==> config.mk <==
export PLATFORM = sky130hd
export DESIGN_NAME = tmv_flags
export DESIGN_NICKNAME = d
export VERILOG_FILES = /design/src/core/tmv_pkg.sv /design/src/core/tmv_flags.sv
export SDC_FILE = /design/constraint.sdc
export NUM_CORES = 1
export LEC_CHECK = 0
export BUFFER_PORTS_ARGS = -buffer_cell sky130_fd_sc_hd__buf_2
export CORE_ASPECT_RATIO = 0.8
export CORE_MARGIN = 2
export CORE_UTILIZATION = 40
export DETAILED_ROUTE_END_ITERATION = 16
export PLACE_DENSITY = 0.83
export SLEW_MARGIN = 5
export SYNTH_ARGS = -nofsm -noshare
export SYNTH_HDL_FRONTEND = slang
export SYNTH_SLANG_ARGS = --single-unit
==> constraint.sdc <==
create_clock -name pclk -period 3.6 [get_ports pclk]
set_input_delay 0 -clock pclk [delete_from_list [all_inputs] [get_ports pclk]]
set_output_delay 0 -clock pclk [all_outputs]
set_load 0.05 [all_outputs]
==> src/core/tmv_pkg.sv <==
//==============================================================
`default_nettype none

package tmv_pkg;
    // register map
    localparam logic [11:0] TMV_TCS_OFFSET  = 12'h000;  // timer_control_status
    localparam int          TMV_ADDR_W      = 12;       // apb address width
    // field positions in timer_control_status
    localparam int          TMV_BIT_MATCH_B = 7;
    localparam int          TMV_BIT_MATCH_A = 6;
    localparam int          TMV_BIT_WRAP    = 5;
    localparam int          TMV_BIT_RSVD    = 4;
    localparam int          TMV_BIT_OS_HI   = 3;
    localparam int          TMV_BIT_OS_LO   = 2;
    // counter limits for wrap detection
    localparam logic [7:0]  TMV_CNT_MAX     = 8'hFF;
    localparam logic [7:0]  TMV_CNT_ZERO    = 8'h00;
    // values after reset
    localparam logic [2:0]  TMV_FLAGS_RST   = 3'h0;
    localparam logic [1:0]  TMV_OS_RST      = 2'h0;
    localparam logic        TMV_PIN_RST     = 1'b0;

    // output action on compare match B
    typedef enum logic [1:0] {
        TMV_OS_HOLD   = 2'b00,
        TMV_OS_LOW    = 2'b01,
        TMV_OS_HIGH   = 2'b10,
        TMV_OS_TOGGLE = 2'b11
    } tmv_os_e;
endpackage : tmv_pkg

`default_nettype wire

==> src/core/tmv_flags.sv <==
// Added by the designer: the APB interface to the registers and the address map.
`default_nettype none

module tmv_flags (
    input  wire logic                          pclk,
    input  wire logic                          presetn,
    input  wire logic                          psel,
    input  wire logic                          penable,
    input  wire logic                          pwrite,
    input  wire logic [tmv_pkg::TMV_ADDR_W-1:0] paddr,
    input  wire logic [31:0]                   pwdata,
    output logic      [31:0]                   prdata,
    output logic                               pready,
    output logic                               pslverr,
    input  wire logic [7:0]                    timer_count,
    input  wire logic [7:0]                    compare_a_value,
    input  wire logic [7:0]                    compare_b_value,
    output logic                               timer_out_pin
);
    import tmv_pkg::*;

    //==========================================================
    // state
    //==========================================================
    logic [2:0] flags;      // {match_b_flag, match_a_flag, wrap_flag}
    logic [2:0] armed;      // flag was read as 1 since last write
    logic [1:0] out_select; // {out_select_hi, out_select_lo}
    logic       eq_a_q;     // previous-cycle equality, A
    logic       eq_b_q;     // previous-cycle equality, B
    logic [7:0] count_q;    // previous counter value

    //==========================================================
    // apb decode
    //==========================================================
    wire        access   = psel & penable & ~pready;  // access phase, answer next
    wire        done     = psel & penable & pready;   // completing edge
    wire        hit      = (paddr == TMV_TCS_OFFSET);
    wire        wr_done  = done & pwrite & hit;
    wire        rd_done  = done & ~pwrite & hit;
    // status byte as read; low bits unused read zero
    wire [7:0]  status_byte = {flags, 1'b1, out_select, 2'b00};

    //==========================================================
    // events
    //==========================================================
    wire        eq_a     = (timer_count == compare_a_value);
    wire        eq_b     = (timer_count == compare_b_value);
    wire        ev_a     = eq_a & ~eq_a_q;
    wire        ev_b     = eq_b & ~eq_b_q;
    wire        ev_wrap  = (count_q == TMV_CNT_MAX) & (timer_count == TMV_CNT_ZERO);
    wire [2:0]  events   = {ev_b, ev_a, ev_wrap};
    wire [2:0]  wr_flags = pwdata[TMV_BIT_MATCH_B:TMV_BIT_WRAP];
    // clear only a flag armed by a 1-read, written 0
    wire [2:0]  clr      = {3{wr_done}} & armed & ~wr_flags;
    // set beats clear in the same cycle
    wire [2:0]  next_flags = events | (flags & ~clr);

    function automatic logic pin_action(input logic [1:0] sel, input logic cur);
        case (sel)
            TMV_OS_HOLD:   pin_action = cur;
            TMV_OS_LOW:    pin_action = 1'b0;
            TMV_OS_HIGH:   pin_action = 1'b1;
            TMV_OS_TOGGLE: pin_action = ~cur;
            default:       pin_action = cur;
        endcase
    endfunction : pin_action

    wire        next_pin = ev_b ? pin_action(out_select, timer_out_pin) : timer_out_pin;

    //==========================================================
    // event history
    //==========================================================
    // equality kept one cycle so a match sets once, not each cycle
    always_ff @(posedge pclk or negedge presetn)
    begin
        if (!presetn)
        begin
            eq_a_q  <= 1'b1;
            eq_b_q  <= 1'b1;
            count_q <= TMV_CNT_ZERO;
        end
        else
        begin
            eq_a_q  <= eq_a;
            eq_b_q  <= eq_b;
            count_q <= timer_count;
        end
    end

    //==========================================================
    // flags and arming
    //==========================================================
    // flags reset to zero
    always_ff @(posedge pclk or negedge presetn)
    begin
        if (!presetn)
        begin
            flags <= TMV_FLAGS_RST;
            armed <= TMV_FLAGS_RST;
        end
        else
        begin
            flags <= next_flags;
            // read arms the clear
            // any write to timer_control_status ends the read-then-clear sequence
            if (wr_done)
                armed <= 3'h0;
            else if (rd_done)
                armed <= armed | prdata[TMV_BIT_MATCH_B:TMV_BIT_WRAP];
        end
    end

    //==========================================================
    // output select and pin
    //==========================================================
    always_ff @(posedge pclk or negedge presetn)
    begin
        if (!presetn)
        begin
            out_select    <= TMV_OS_RST;
            timer_out_pin <= TMV_PIN_RST;
        end
        else
        begin
            if (wr_done)
                out_select <= pwdata[TMV_BIT_OS_HI:TMV_BIT_OS_LO];
            // pin updates on match B only
            timer_out_pin <= next_pin;
        end
    end

    //==========================================================
    // apb answer: one wait state, registered
    //==========================================================
    always_ff @(posedge pclk or negedge presetn)
    begin
        if (!presetn)
        begin
            pready  <= 1'b0;
            pslverr <= 1'b0;
            prdata  <= 32'h0000_0000;
        end
        else
        begin
            pready  <= access;
            pslverr <= access & ~hit;
            // reserved bit comes back as one
            if (access & ~pwrite & hit)
                prdata <= {24'h00_0000, status_byte};
            else
                prdata <= 32'h0000_0000;
        end
    end
endmodule : tmv_flags

`default_nettype wire

==> reports/qor.yml <==
ys_async_sr_fraction_pct: 100
final-setup-viol-count: 0
crit_type: "in2reg"
final_nets: 265
dp_slack_ps: 1890
min_path_cells: 2
grt_pass1_vias: 968
grt_max_degree: 28
cts_root_buffer: "clkbuf_8"
syn_to_final_growth_pct: 27.6
firstDrtPassIters: 6
slew_viol_final: 0
synth_area_um2: 1360
cts_tree: "done"
syn_inst: 123
cts-resized-gates: 0
period_minus_slack_ps: 1490
synthFlopType: "dfrtp_1"
timing.final.crit_share_pct: 41.3
core_region_area_um2: 3150
final_util_pct: 54.8
postSynthAreaPerCell_um2: 11.0
synth_top_cell_area_share_pct: 46.2
wirelength_mm: 2.72
synthTopCellsByCount: "buf_4, dfrtp_1, xnor2_1"
peakVddDrop_v: 0.000190
antenna_cells: 0
clk_path_buf_depth: 2
skew_ps: 7.08
synth-seq-cells: 27
hpwl_mm: 2.12
synth.distinct_cells: 23
synth_warnings: 0
maxSlewHeadroom_pct: 61.6
slowest_delay_ps: 540
hp-class: "in2reg"
end_kind: "register"
leakage_nw: 0.850
path_cells: "dlygate4sd3_1, buf_2, xnor2_1, nand4_1, or2_2, o41ai_1"
fp.dieW_um: 69.1
worstMarginPinSlew_ps: 577
cts_setup_buffers: 0
r2r_cells: 4
rsz0062_at_grt: "false"
yosys-top-cells-area: "dfrtp_1, buf_4, xnor2_1"
hold_viol: 0
htreeDepth: 1
path_max_fanout: 4
gp_congestion: 0.754
ys_seq_area_share_pct: 50.0
outcome: "completed"
fin_setup_tns_ps: 0
grt_pass1_wl_mm: 4.27
cp.arrival_ps: 1630
die_y_um: 56.1
vias: 1011
cts_hold_buf: 11
drc: 0
maxCapViolations: 0
setup_slack_ps: 2110
drt-initial-drc-count: 51
synth-edff-count: 0
start_util_pct: 43.0
power_density_nw_per_um2: 376
rows: 18
numCtsBuffers: 3
cp.required_ps: 3750
drt.antenna.violating_nets: 0
die_area_um2: 3870
whs_ps: 0.139
cp_slowest_cell: "dlygate4sd3_1"
clock.fmax_mhz: 672
synth_top_cell_by_area: "dfrtp_1"
start_kind: "input pin"
drive_gt1_share_pct: 34.0
yosysMostFrequentCell: "buf_4"
routedWlPerCell_um: 11.8
io_pins: 108
vias_per_cell: 4.38
clkSinkCount: 27
antenna_found_initial: 0
fillers: 278
clkLatencyLatePin_ps: 270
cts.clk_slew.worst_paths_ps: 90
grt_overflow: 0
grt_use_total_pct: 13.9
numPortBuffers: 54
[report_power, final]
group          internal (mW)  switching, mW  leakage [nW]
logic                 0.0485          0.112         0.490
registers              0.318        0.00645         0.337
clock network         0.0791         0.0868        0.0228
[routing by layer]
layer	up-vias	share of wire, %	routed length, µm	global-route usage [%]
met5	-	0	0	0
met4	0	0.55	15	2.52
met3	2	9.1	248	5.07
met2	57	48	1300	24.5
met1	449	42	1150	16.4
li1	503	-	-	-
[worst paths after layout]
path	slack (ps)	endpoint	start
min	0.1	prdata[4]$_DFF_PN0_	pwrite
max in group asynchronous	2960	eq_a_q$_DFF_PN1_	presetn
min in group asynchronous	250	prdata[5]$_DFF_PN0_	presetn
max reg2reg	2130	out_select[0]$_DFFE_PN0N_	pready$_DFF_PN0_
max	2110	timer_out_pin$_DFFE_PN0P_	timer_count[2]
min reg2reg	460	prdata[5]$_DFF_PN0_	flags[0]$_DFF_PN0_
[layout make-up]
cell class / instances / area [µm²] / area share (%)
flip-flops and latches: 27 / 678 / 39.2
well taps: 40 / 50.0 / 2.89
inverters: 3 / 11.3 / 0.651
multi-input cells: 92 / 564 / 32.6
clock buffers: 4 / 45.0 / 2.60
repair buffers: 65 / 380 / 22.0
[cell families (layout without fill, tap and decap cells)]
| logic type | Yosys count | in the layout | synth area share, % |
|---|---|---|---|
| buffers and inverters | 29 | 72 | 15.2 |
| other | 1 | 26 | 0.277 |
| and+or+nand+nor | 37 | 37 | 18.4 |
| DFF | 27 | 27 | 50.0 |
| AOI/OAI and AO/OA | 13 | 13 | 5.72 |
| xor gates and xnor gates | 16 | 16 | 10.3 |
[sequential cells by signal (all words and copies together), names as in the netlist]
name / count
flags: 3
count_q: 8
pslverr: 1
timer_out_pin: 1
eq_b_q: 1
prdata: 6
out_select: 2
pready: 1
eq_a_q: 1
armed: 3
[per-stage QoR]
step	instance area, µm²	instances	power [mW]
finish	1730	231	0.651
global route	1730	231	0.679
CTS	1730	231	0.654
detailed placement	1570	216	0.483
global placement	1570	216	0.479
floorplan	1450	148	0.456
[critical path: cells and delay by family]
family                    cells  cell delay (ps)
AOI/OAI and AO/OA             1              280
xor gates and xnor gates      1              180
buffers and inverters         2              690
and+or+nand+nor               2              480
[cells in the final DEF (no fill, tap or decap), types with 5 or more instances in the layout]
cell type and instances:
buf_2 54, dlygate4sd3_1 11, conb_1 26, and2_1 7, nor2_1 5, o21ai_0 6, xnor2_1 16, dfrtp_1 25
nand4_1 7
Power figures use the tool's default switching activity.
